--- src/hw/agl_pkg.sv ---
// Package of constants for the audio gain and limiter parameter block
package agl_pkg;
   // Register byte offsets, one aligned word per parameter
   localparam int AGL_NUM_PARAMS = 12;
   localparam logic [7:0] AGL_OFS_FIRST = 8'h00;
   localparam logic [7:0] AGL_OFS_CTRL = 8'h30;
   localparam logic [7:0] AGL_OFS_STATUS = 8'h34;
   // Parameter indices
   localparam int AGL_IDX_FIN_ONE = 0;
   localparam int AGL_IDX_FIN_TWO = 1;
   localparam int AGL_IDX_FOUT_ONE = 2;
   localparam int AGL_IDX_FOUT_TWO = 3;
   localparam int AGL_IDX_OFS_ONE = 4;
   localparam int AGL_IDX_OFS_TWO = 5;
   localparam int AGL_IDX_RAMP = 6;
   localparam int AGL_IDX_LIMIT = 7;
   localparam int AGL_IDX_SCRAMBLE = 8;
   localparam int AGL_IDX_ORDER = 9;
   localparam int AGL_IDX_RESERVED = 10;
   localparam int AGL_IDX_THRESH = 11;
   // Default words, in index order
   localparam logic [15:0] AGL_DEFAULTS [0:11] = '{
      16'h8000, 16'h0000, 16'h0000, 16'h0000, 16'h0000, 16'h0000,
      16'h0000, 16'h3fff, 16'h1194, 16'h001b, 16'h0608, 16'h0fff};
   // Field layout
   localparam int AGL_FIELD_MSB = 13;
   localparam int AGL_RAMP_UP_LSB = 7;
   localparam int AGL_RAMP_DN_MSB = 6;
   localparam int AGL_ORD_HARD_BIT = 13;
   localparam int AGL_ORD_REF_BIT = 12;
   localparam int AGL_ORD_REL_LSB = 8;
   // Control register bits
   localparam int AGL_CTRL_TX_BIT = 1;
   localparam int AGL_CTRL_AUX_BIT = 4;
   localparam int AGL_CTRL_SPRST_BIT = 5;
   localparam int AGL_CTRL_BUSRST_BIT = 15;
   // Gain arithmetic
   localparam logic [16:0] AGL_UNITY = 17'h08000;
   localparam int AGL_RAMP_FULL = 256;
   localparam int AGL_AGC_STEPS = 15;
   // Timing
   localparam int AGL_CLK_MHZ = 200;
   localparam int AGL_RAMP_UNIT_NS = 1333000;
   localparam int AGL_RAMP_UNIT_CYC = AGL_RAMP_UNIT_NS * AGL_CLK_MHZ / 1000;
   localparam int AGL_REL_UNIT_MS = 64;
   localparam int AGL_REL_UNIT_CYC = AGL_REL_UNIT_MS * AGL_CLK_MHZ * 1000;
   // Bus slave states
   typedef enum logic [1:0] {
      AGL_BUS_IDLE = 2'b00,
      AGL_BUS_WAIT = 2'b01
   } agl_bus_type;
endpackage

--- src/hw/agl_top.sv ---
// Audio gain, offset, ramp, limiter and input level control parameter block
//
// Chosen here: the AHB-Lite interface to the registers and the placing of the registers.
`timescale 1ns/1ps
`default_nettype none
module agl_top
   import agl_pkg::*;
#(
   parameter int RAMP_UNIT_CYC = agl_pkg::AGL_RAMP_UNIT_CYC,
   parameter int REL_UNIT_CYC = agl_pkg::AGL_REL_UNIT_CYC
) (
   input wire logic hclk,
   input wire logic hresetn,
   input wire logic hsel,
   input wire logic [7:0] haddr,
   input wire logic [1:0] htrans,
   input wire logic hwrite,
   input wire logic [2:0] hsize,
   input wire logic [31:0] hwdata,
   input wire logic hready,
   output logic [31:0] hrdata,
   output logic hreadyout,
   output logic hresp,
   input wire logic sample_strobe,
   input wire logic signed [15:0] audio_in,
   input wire logic signed [15:0] preemph_in,
   input wire logic signed [15:0] modulator_in_one,
   input wire logic signed [15:0] modulator_in_two,
   output logic signed [15:0] audio_in_scaled,
   output logic signed [15:0] audio_out,
   output logic signed [15:0] modulator_output_one,
   output logic signed [15:0] modulator_output_two,
   output logic [13:0] scramble_freq_field,
   output logic [7:0] stage_order,
   output logic hard_limit_sel
);
   import agl_pkg::*;

   // Bus address phase capture
   agl_bus_type bus_state;
   logic [7:0] addr_q;
   logic write_q;
   // Parameter words as written and as applied to the signal path
   logic [15:0] regs [0:AGL_NUM_PARAMS-1];
   logic [15:0] live [0:AGL_NUM_PARAMS-1];
   // Control register; bit 15 is a self-clearing reset command
   logic [15:0] ctrl;
   // Ramp level, tick counter, agc state
   logic [8:0] ramp_lvl;
   logic [31:0] ramp_cnt;
   logic [3:0] agc_att;
   logic [31:0] rel_cnt;

   // Transfer request decode
   wire take_req = hsel && hready && htrans[1];
   wire wr_now = (bus_state == AGL_BUS_WAIT) && write_q;
   wire [5:0] word_idx = addr_q[7:2];
   wire is_param = word_idx < 6'(AGL_NUM_PARAMS);
   wire ctrl_hit = wr_now && (addr_q == AGL_OFS_CTRL);
   // Bus reset command and processing reset release
   wire bus_reset = ctrl_hit && hwdata[AGL_CTRL_BUSRST_BIT];
   wire sp_next = ctrl_hit ? hwdata[AGL_CTRL_SPRST_BIT] : ctrl[AGL_CTRL_SPRST_BIT];
   wire aux_next = ctrl_hit ? hwdata[AGL_CTRL_AUX_BIT] : ctrl[AGL_CTRL_AUX_BIT];
   wire sp_release = ctrl[AGL_CTRL_SPRST_BIT] && !sp_next && !aux_next;
   wire load_defaults = bus_reset || sp_release;
   wire tx_mode = ctrl[AGL_CTRL_TX_BIT];

   // Read data mux; unmapped words read zero
   wire [15:0] rd_word =
      is_param ? regs[word_idx[3:0]] :
      (addr_q == AGL_OFS_CTRL) ? ctrl :
      (addr_q == AGL_OFS_STATUS) ? {3'h0, agc_att, ramp_lvl} : 16'h0000;

   // Bus slave: every transfer gets one wait state so hrdata is a flop
   always_ff @(posedge hclk or negedge hresetn) begin
      if (!hresetn) begin
         bus_state <= AGL_BUS_IDLE;
         addr_q <= 8'h00;
         write_q <= 1'b0;
         hreadyout <= 1'b1;
         hrdata <= 32'h0000_0000;
         hresp <= 1'b0;
      end else begin
         hresp <= 1'b0;
         case (bus_state)
            AGL_BUS_IDLE: begin
               // Accept address phase, stall its data phase once
               if (take_req) begin
                  bus_state <= AGL_BUS_WAIT;
                  addr_q <= haddr;
                  write_q <= hwrite;
                  hreadyout <= 1'b0;
               end
            end
            AGL_BUS_WAIT: begin
               // Finish: read data presented with hready high
               bus_state <= AGL_BUS_IDLE;
               hreadyout <= 1'b1;
               hrdata <= write_q ? 32'h0000_0000 : {16'h0000, rd_word};
            end
            default: begin
               bus_state <= AGL_BUS_IDLE;
               hreadyout <= 1'b1;
            end
         endcase
      end
   end

   // Control register; the command bit never stores
   always_ff @(posedge hclk or negedge hresetn) begin
      if (!hresetn) begin
         ctrl <= 16'h0000;
      end else if (ctrl_hit) begin
         ctrl <= {1'b0, hwdata[14:0]};
      end
   end

   // One written word and one live word per parameter
   genvar gi;
   generate
      for (gi = 0; gi < AGL_NUM_PARAMS; gi++) begin : g_param
         wire hit = wr_now && is_param && (word_idx[3:0] == 4'(gi));
         always_ff @(posedge hclk or negedge hresetn) begin
            if (!hresetn) begin
               regs[gi] <= AGL_DEFAULTS[gi];
            end else if (load_defaults) begin
               regs[gi] <= AGL_DEFAULTS[gi];
            end else if (hit) begin
               regs[gi] <= hwdata[15:0];
            end
         end
         always_ff @(posedge hclk or negedge hresetn) begin
            if (!hresetn) begin
               live[gi] <= AGL_DEFAULTS[gi];
            end else if (sample_strobe) begin
               live[gi] <= regs[gi];
            end
         end
      end
   endgenerate

   // Unsigned fine gain: x * (32768 - g[13:0]) / 32768
   function automatic logic signed [15:0] fine_gain(
      input logic signed [15:0] x,
      input logic [15:0] g);
      logic [16:0] k;
      logic signed [34:0] p;
      k = AGL_UNITY - {3'b000, g[AGL_FIELD_MSB:0]};
      p = x * $signed({1'b0, k});
      return p[30:15];
   endfunction

   // Limiter: hard clips at l; soft halves slope above 3l/4, then clips
   function automatic logic signed [15:0] limit(
      input logic signed [18:0] v,
      input logic [15:0] lw,
      input logic hard);
      logic [18:0] mag;
      logic [18:0] l;
      logic [18:0] knee;
      logic [18:0] m;
      mag = v[18] ? 19'(-v) : v;
      l = {5'h00, lw[AGL_FIELD_MSB:0]};
      knee = l - (l >> 2);
      m = (!hard && mag > knee) ? knee + ((mag - knee) >> 1) : mag;
      if (m > l) begin
         m = l;
      end
      return v[18] ? 16'(-m) : 16'(m);
   endfunction

   // Offset then ramp on one modulator path; 19 bits keep headroom
   function automatic logic signed [18:0] shape(
      input logic signed [15:0] g,
      input logic [15:0] ofs,
      input logic [8:0] lvl);
      logic signed [16:0] d;
      logic signed [27:0] p;
      d = 17'(g) - 17'($signed(ofs));
      p = d * $signed({1'b0, lvl});
      return p[26:8];
   endfunction

   // Ramp period of one step, from the up or down field
   wire [6:0] up_field = live[AGL_IDX_RAMP][AGL_FIELD_MSB:AGL_RAMP_UP_LSB];
   wire [6:0] dn_field = live[AGL_IDX_RAMP][AGL_RAMP_DN_MSB:0];
   wire [7:0] ramp_mult = {1'b0, tx_mode ? up_field : dn_field} + 8'h01;
   wire [31:0] step_cyc = 32'((ramp_mult * RAMP_UNIT_CYC) / AGL_RAMP_FULL);
   wire ramp_busy = tx_mode ? (ramp_lvl != 9'(AGL_RAMP_FULL)) : (ramp_lvl != 9'h000);
   wire ramp_tick = ramp_busy && (ramp_cnt + 32'h1 >= step_cyc);

   // Ramp level moves only while the transmit bit asks for a change
   always_ff @(posedge hclk or negedge hresetn) begin
      if (!hresetn) begin
         ramp_lvl <= 9'h000;
         ramp_cnt <= 32'h0;
      end else if (!ramp_busy) begin
         ramp_cnt <= 32'h0;
      end else if (ramp_tick) begin
         ramp_cnt <= 32'h0;
         ramp_lvl <= tx_mode ? ramp_lvl + 9'h001 : ramp_lvl - 9'h001;
      end else begin
         ramp_cnt <= ramp_cnt + 32'h1;
      end
   end

   // Input level control decode
   wire [15:0] ord = live[AGL_IDX_ORDER];
   wire [3:0] rel_field = ord[AGL_ORD_REL_LSB+3:AGL_ORD_REL_LSB];
   wire agc_on = rel_field != 4'h0;
   wire signed [15:0] agc_ref = ord[AGL_ORD_REF_BIT] ? preemph_in : audio_in;
   wire [15:0] ref_mag = agc_ref[15] ? 16'(-agc_ref) : agc_ref;
   wire over = agc_on && sample_strobe &&
      (ref_mag > {2'b00, live[AGL_IDX_THRESH][AGL_FIELD_MSB:0]});
   // release after field times 64 ms
   wire [31:0] rel_cyc = 32'(rel_field * REL_UNIT_CYC);
   wire rel_done = (agc_att != 4'h0) && (rel_cnt + 32'h1 >= rel_cyc);

   // Attenuation steps up on each loud sample, back down after release
   always_ff @(posedge hclk or negedge hresetn) begin
      if (!hresetn) begin
         agc_att <= 4'h0;
         rel_cnt <= 32'h0;
      end else if (!agc_on) begin
         agc_att <= 4'h0;
         rel_cnt <= 32'h0;
      end else if (over) begin
         rel_cnt <= 32'h0;
         agc_att <= (agc_att == 4'(AGL_AGC_STEPS)) ? agc_att : agc_att + 4'h1;
      end else if (rel_done) begin
         rel_cnt <= 32'h0;
         agc_att <= agc_att - 4'h1;
      end else if (agc_att != 4'h0) begin
         rel_cnt <= rel_cnt + 32'h1;
      end
   end

   // Input path: audio_in already carries the coarse gain
   // fine input attenuation
   wire signed [15:0] in_fine = fine_gain(audio_in, live[AGL_IDX_FIN_ONE]);
   // Level control gain (16 - steps)/16; five bits so that unity 16 survives
   wire [4:0] agc_gain = 5'h10 - {1'b0, agc_att};
   wire signed [20:0] in_agc = in_fine * $signed({1'b0, agc_gain});
   wire signed [15:0] m1_g = fine_gain(modulator_in_one, live[AGL_IDX_FOUT_ONE]);
   wire signed [15:0] m2_g = fine_gain(modulator_in_two, live[AGL_IDX_FOUT_TWO]);
   wire signed [15:0] au_g = fine_gain(preemph_in, live[AGL_IDX_FOUT_ONE]);
   wire signed [18:0] m1_s = shape(m1_g, live[AGL_IDX_OFS_ONE], ramp_lvl);
   wire signed [18:0] m2_s = shape(m2_g, live[AGL_IDX_OFS_TWO], ramp_lvl);
   wire hard = ord[AGL_ORD_HARD_BIT];
   wire signed [15:0] m1_l = limit(m1_s, live[AGL_IDX_LIMIT], hard);
   wire signed [15:0] m2_l = limit(m2_s, live[AGL_IDX_LIMIT], hard);

   // Sample outputs update together on the strobe
   always_ff @(posedge hclk or negedge hresetn) begin
      if (!hresetn) begin
         audio_in_scaled <= 16'sh0000;
         audio_out <= 16'sh0000;
         modulator_output_one <= 16'sh0000;
         modulator_output_two <= 16'sh0000;
      end else if (sample_strobe) begin
         audio_in_scaled <= in_agc[19:4];
         audio_out <= au_g;
         modulator_output_one <= m1_l;
         modulator_output_two <= m2_l;
      end
   end

   // Configuration fields handed to the filter chain
   always_ff @(posedge hclk or negedge hresetn) begin
      if (!hresetn) begin
         scramble_freq_field <= 14'h0000;
         stage_order <= 8'h00;
         hard_limit_sel <= 1'b0;
      end else begin
         scramble_freq_field <= live[AGL_IDX_SCRAMBLE][AGL_FIELD_MSB:0];
         stage_order <= ord[7:0];
         hard_limit_sel <= hard;
      end
   end

   // Checks
   property p_wait_state;
      @(posedge hclk) disable iff (!hresetn)
      (take_req && bus_state == AGL_BUS_IDLE) |=> !hreadyout ##1 hreadyout;
   endproperty
   a_wait_state: assert property (p_wait_state)
      else $error("Transfer did not complete in two cycles");
   property p_defaults;
      @(posedge hclk) disable iff (!hresetn)
      load_defaults |=> regs[AGL_IDX_LIMIT] == 16'h3fff && regs[AGL_IDX_THRESH] == 16'h0fff;
   endproperty
   a_defaults: assert property (p_defaults)
      else $error("Defaults not restored");
   property p_bus_reset_limit;
      @(posedge hclk) disable iff (!hresetn)
      bus_reset |=> regs[AGL_IDX_LIMIT] == 16'h3fff;
   endproperty
   a_bus_reset_limit: assert property (p_bus_reset_limit)
      else $error("Limiter not at maximum after bus reset");
   property p_live_hold;
      @(posedge hclk) disable iff (!hresetn)
      !sample_strobe |=> $stable(live[AGL_IDX_FOUT_ONE]);
   endproperty
   a_live_hold: assert property (p_live_hold)
      else $error("Live word changed between samples");
   property p_clip;
      @(posedge hclk) disable iff (!hresetn)
      // The sample was clipped with the limit that was live before the strobe
      $rose(sample_strobe) |=>
         (modulator_output_one <= $signed({2'b00, $past(live[AGL_IDX_LIMIT][13:0])}))
         && (modulator_output_one >= -$signed({2'b00, $past(live[AGL_IDX_LIMIT][13:0])}));
   endproperty
   a_clip: assert property (p_clip)
      else $error("Modulator output beyond limit");
   property p_ramp_dir;
      @(posedge hclk) disable iff (!hresetn)
      (tx_mode && ramp_tick) |=> ramp_lvl == $past(ramp_lvl) + 9'h001;
   endproperty
   a_ramp_dir: assert property (p_ramp_dir)
      else $error("Ramp did not rise in transmit");
   property p_ramp_idle;
      @(posedge hclk) disable iff (!hresetn)
      (!ramp_busy && $stable(tx_mode)) |=> $stable(ramp_lvl);
   endproperty
   a_ramp_idle: assert property (p_ramp_idle)
      else $error("Ramp moved while idle");
   property p_agc_off;
      @(posedge hclk) disable iff (!hresetn)
      !agc_on |=> agc_att == 4'h0;
   endproperty
   a_agc_off: assert property (p_agc_off)
      else $error("Level control active while off");
   property p_agc_step;
      @(posedge hclk) disable iff (!hresetn)
      (over && agc_att != 4'hf) |=> agc_att == $past(agc_att) + 4'h1;
   endproperty
   a_agc_step: assert property (p_agc_step)
      else $error("Gain not stepped down above threshold");
   property p_order_out;
      @(posedge hclk) disable iff (!hresetn)
      // Sampled reset keeps the release edge, where the outputs still reset, out
      hresetn |=> stage_order == $past(ord[7:0]) && hard_limit_sel == $past(hard);
   endproperty
   a_order_out: assert property (p_order_out)
      else $error("Order fields not passed on");
   c_write: cover property (@(posedge hclk) disable iff (!hresetn) wr_now && is_param);
   c_ramp_full: cover property (@(posedge hclk) disable iff (!hresetn)
      ramp_lvl == 9'(AGL_RAMP_FULL));
   c_agc: cover property (@(posedge hclk) disable iff (!hresetn) over);
   c_sp_release: cover property (@(posedge hclk) disable iff (!hresetn) sp_release);
endmodule
`default_nettype wire

--- config.mk ---
export PLATFORM = sky130hd
export DESIGN_NAME = agl_top
export DESIGN_NICKNAME = d
export VERILOG_FILES = /design/src/hw/agl_pkg.sv /design/src/hw/agl_top.sv
export SDC_FILE = /design/constraint.sdc
export NUM_CORES = 2
export LEC_CHECK = 0
export ABC_AREA = 0
export BUFFER_PORTS_ARGS = -buffer_cell sky130_fd_sc_hd__buf_2
export CAP_MARGIN = 20
export CORE_MARGIN = 1.5
export CORE_UTILIZATION = 41
export CTS_CLUSTER_DIAMETER = 80
export DETAILED_ROUTE_END_ITERATION = 8
export PLACE_DENSITY = 0.54
export SYNTH_ARGS = -nofsm -noshare
export SYNTH_HDL_FRONTEND = slang
export SYNTH_SLANG_ARGS = --single-unit
--- constraint.sdc ---
create_clock -name hclk -period 45.6 [get_ports hclk]
set_input_delay 0 -clock hclk [delete_from_list [all_inputs] [get_ports hclk]]
set_output_delay 0 -clock hclk [all_outputs]
set_load 0.05 [all_outputs]
==> run summary <==
The synthesized design contains 542 register bits. The number of hold buffers added after CTS was 38. The average instance in the mapped netlist occupies 8.82 um2.

The HPWL after detailed placement was 187 mm. For the worst setup path, the data arrival time is 25,760 ps. The flow ran to the end, and the final reports show no timing, DRC or antenna violations. Entering global routing, the biggest net connects 166 pins. The fill cell total of the finished layout is 19,719. Summing the sequential cell areas from Yosys gives 16.4% of the chip area. The tools report the achievable clock frequency as 39.6 MHz. Max-cap violations in this run came to 0.

Data required time at the worst endpoint: 46,100 ps. The maximum net fanout on the critical path was 39. In this run the deepest clock path goes through 3 buffers. Setup violations remaining at the end of the flow were counted as 0. On the worst path, the slowest cell contributes a delay of 920 ps. The buffers inserted during post-CTS setup optimization was 0.

Number of vias per cell after detailed routing: 5.28. The clock reaches the later pin of the worst-skew pair after 700 ps. The first-pass GRT wire length came out at 386 mm.

The tree is rooted in a sky130_fd_sc_hd__clkbuf_16. The detailed router finished its first iteration with 3,694 violations. In this run the number of H-tree levels came out at 2. The share of async-settable or async-resettable flops after synthesis is 100%, and the final cell count without fillers is 12,141. The pre-antenna-repair detailed-routing pass consisted of 7 iterations. The worst pin sits at a relative slew slack of 23.9%. The clock edge transition at the registers on the reported setup and hold paths is 70 ps, and the finished layout cell area is 89,200 um2.

The logs give 0 ps for the total negative slack for setup checks and 11,989 for the total placed cells including tap cells. Transition at the pin with the smallest max-transition slack: 1130 ps. Global routing met2 resource utilization: 41.0%. Count of mapped cells out of synthesis: 9,415.

The library cell used most frequently in the layout, excluding fill and tap cells, is sky130_fd_sc_hd__inv_1. After detailed routing, the number of remaining DRC violations is 0. Subtracting the final worst setup slack from the clock period gives 25,250 ps.

The routability congestion estimate was 0.930. The slowest stage of the critical path is the sky130_fd_sc_hd__a21oi_1 cell. The floorplan step defined a die boundary enclosing 205,000 um2. For the number of synthesis warnings, the log shows 0. Clock tree synthesis found a total of 542 sinks.

The logs give 0 for the count of nets left with antenna violations after detail routing and 42.4 ps for the post-route clock skew. For this block, the routed nets add up to 241 mm of wire. Summing over every cut layer, the via total after detailed routing is 64,162. In the final routed layout, each cell accounts on average for 19.8 um.

The core region is 202,000 um2. Buffers inserted during clock tree synthesis total 58. The final cycle utilization of the critical path is 55.4%, and the cell row count is 165. Number of synthesized flops with an enable pin: 0. The logs give 1.42% for the global-route track usage on met3 and 13,700 um2 for the footprint of the flip-flops and latches. The worst setup path is of the reg -> reg kind.

For the net total in the final layout, the log shows 11,489. The synthesized netlist occupies a cell area of 83,100 um2. The die boundary width was 453 um; the via count of the first global-routing pass was 67,206. The total count of hold-check failures in the final report came out at 0. The floorplan step set the die height to 453 um. For this design the top-level I/O count stands at 236. For the final global-route overflow total, the log shows 0.

Predominant post-synthesis flop cell: sky130_fd_sc_hd__dfrtp_1. In the layout the commonest cells are 1,575 x sky130_fd_sc_hd__inv_1, 1,466 x sky130_fd_sc_hd__nand2_1, 1,096 x sky130_fd_sc_hd__fa_1. In this run, distinct cell masters in the synthesized netlist total 116. Counting stages on the worst path, the most repeated cell is sky130_fd_sc_hd__fa_1.

The layer flagged by global routing as most heavily used is met2. TritonCTS built the clock tree. STA classifies the critical path endpoint as a flip-flop. The logs give 20,790 ps for the worst setup slack after placement and 86,800 um2 for the placement-stage cell area. Input and output buffers added on the ports amount to 198. Once the clock tree was built, the resizer swapped 0 gates to a different size.

STA classifies the critical path startpoint as a flip-flop. Layout-stage area growth over the synthesis result: 7.40%. The run gives 23.8% as the overall global routing resource usage. Global routing used 31.7% of the available met1 tracks. Number of antenna violations at the first check in global routing: 9.

The area used by multi-input combinational logic was 62,100 um2; the share of post-route cells with drive strength above 1 was 8.12%. Once the floorplan was initialized, standard cells occupied 41.2% of the core. The tools report the final worst slack as 20,350 ps.

The class of the tightest hold or removal check is in -> reg. Setup repair after global routing left no endpoint under its margin. The run gives 0 as the number of slew-limit violations in the final report.
## flip-flops by register name, indices dropped and copies added, names as in the netlist, 9 cells and up
name	count
live	123
ramp_lvl	9
rel_cnt	32
ramp_cnt	32
scramble_freq_field	14
audio_out	16
regs	192
modulator_output_two	16
ord	14
audio_in_scaled	16
ctrl	15
modulator_output_one	16
hrdata	16
## routing by layer
metal / part of all wire [%] / wire length [um] / vias up
li1: - / - / 29903
met1: 43 / 105000 / 32512
met2: 49 / 117000 / 1448
met3: 3.7 / 9010 / 297
met4: 4.0 / 9590 / 2
met5: 0.0046 / 11 / -
## critical path, delay by kind of cell (launching register included)
kind            cells  cell delay [ps]
compound gates     40            10000
fa+ha+maj          19             8200
simple gates       20             4060
buf+inv            11             1700
xor+xnor            4              660
flops               1              360
## final timing paths
| check | from | to | slack (ps) | cells after the start |
|---|---|---|---|---|
| min reg2reg | ord[2] | stage_order[2] | 360 | 0 |
| max | live[144] | modulator_output_one[10] | 20350 | 94 |
| min in group asynchronous | hresetn | audio_out[7] | 480 | 3 |
| min | htrans[1] | bus_state[0] | 210 | 3 |
| max reg2reg | live[144] | modulator_output_one[10] | 20350 | 94 |
| max in group asynchronous | hresetn | hreadyout | 42210 | 7 |
## stage by stage
stage / utilization (%) / hold slack (ps)
final: 44.2 / 214
after global routing: 44.2 / 237
after CTS: 44.2 / 156
after detailed placement: 43.0 / 139
after global placement: 43.0 / 130
after floorplan: - / -296
## Yosys cell counts, types with 31 or more instances
master                     number  area, um2
sky130_fd_sc_hd__xnor2_1      276       2420
sky130_fd_sc_hd__mux4_2        48       1080
sky130_fd_sc_hd__mux2i_1       46        460
sky130_fd_sc_hd__o21bai_1      31        233
sky130_fd_sc_hd__xor2_1       121       1060
sky130_fd_sc_hd__dfstp_2       75       1970
sky130_fd_sc_hd__nor2_1       329       1230
sky130_fd_sc_hd__nand3_1      165        826
sky130_fd_sc_hd__mux2_2       135       1520
sky130_fd_sc_hd__nand4_1       46        288
sky130_fd_sc_hd__dfrtp_1      467      11700
sky130_fd_sc_hd__a21oi_1      381       1910
sky130_fd_sc_hd__inv_1       1575       5910
sky130_fd_sc_hd__nand2b_1      83        519
sky130_fd_sc_hd__ha_1         862      10800
sky130_fd_sc_hd__o21a_1        46        345
sky130_fd_sc_hd__clkbuf_1     372       1400
sky130_fd_sc_hd__nor4_1        37        231
sky130_fd_sc_hd__and2_1       590       3690
sky130_fd_sc_hd__or3_1         31        194
sky130_fd_sc_hd__nand2_1     1466       5500
sky130_fd_sc_hd__nor3_1        81        405
sky130_fd_sc_hd__a21o_1       107        803
sky130_fd_sc_hd__and3_1        68        425
sky130_fd_sc_hd__o21ai_0      255       1280
sky130_fd_sc_hd__fa_1        1096      21900
sky130_fd_sc_hd__nor2b_1      112        701
## layout make-up
cell class / count / area share, %
multi-input combinational: 6902 / 69.6
sequential: 542 / 15.3
inverter: 1579 / 6.64
tap: 2672 / 3.75
timing repair buffer: 333 / 2.41
clock buffer: 77 / 1.81
clock inverter: 32 / 0.464
antenna: 4 / 0.0112
## logic make-up (layout without fill, tap and decap cells)
| group | Yosys count | count (layout) | synth area share, % |
|---|---|---|---|
| compound gates | 1174 | 1174 | 9.07 |
| mux | 232 | 232 | 3.74 |
| flops | 542 | 542 | 16.4 |
| buf+inv | 2000 | 2021 | 9.19 |
| simple gates | 3111 | 3111 | 18.0 |
| fa+ha+maj | 1958 | 1958 | 39.4 |
| xor+xnor | 397 | 397 | 4.19 |
| other cells | 1 | 34 | 0.00452 |
Power is not shown: default switching activity piles up to over one toggle a cycle in this logic, so the estimate is an artifact.
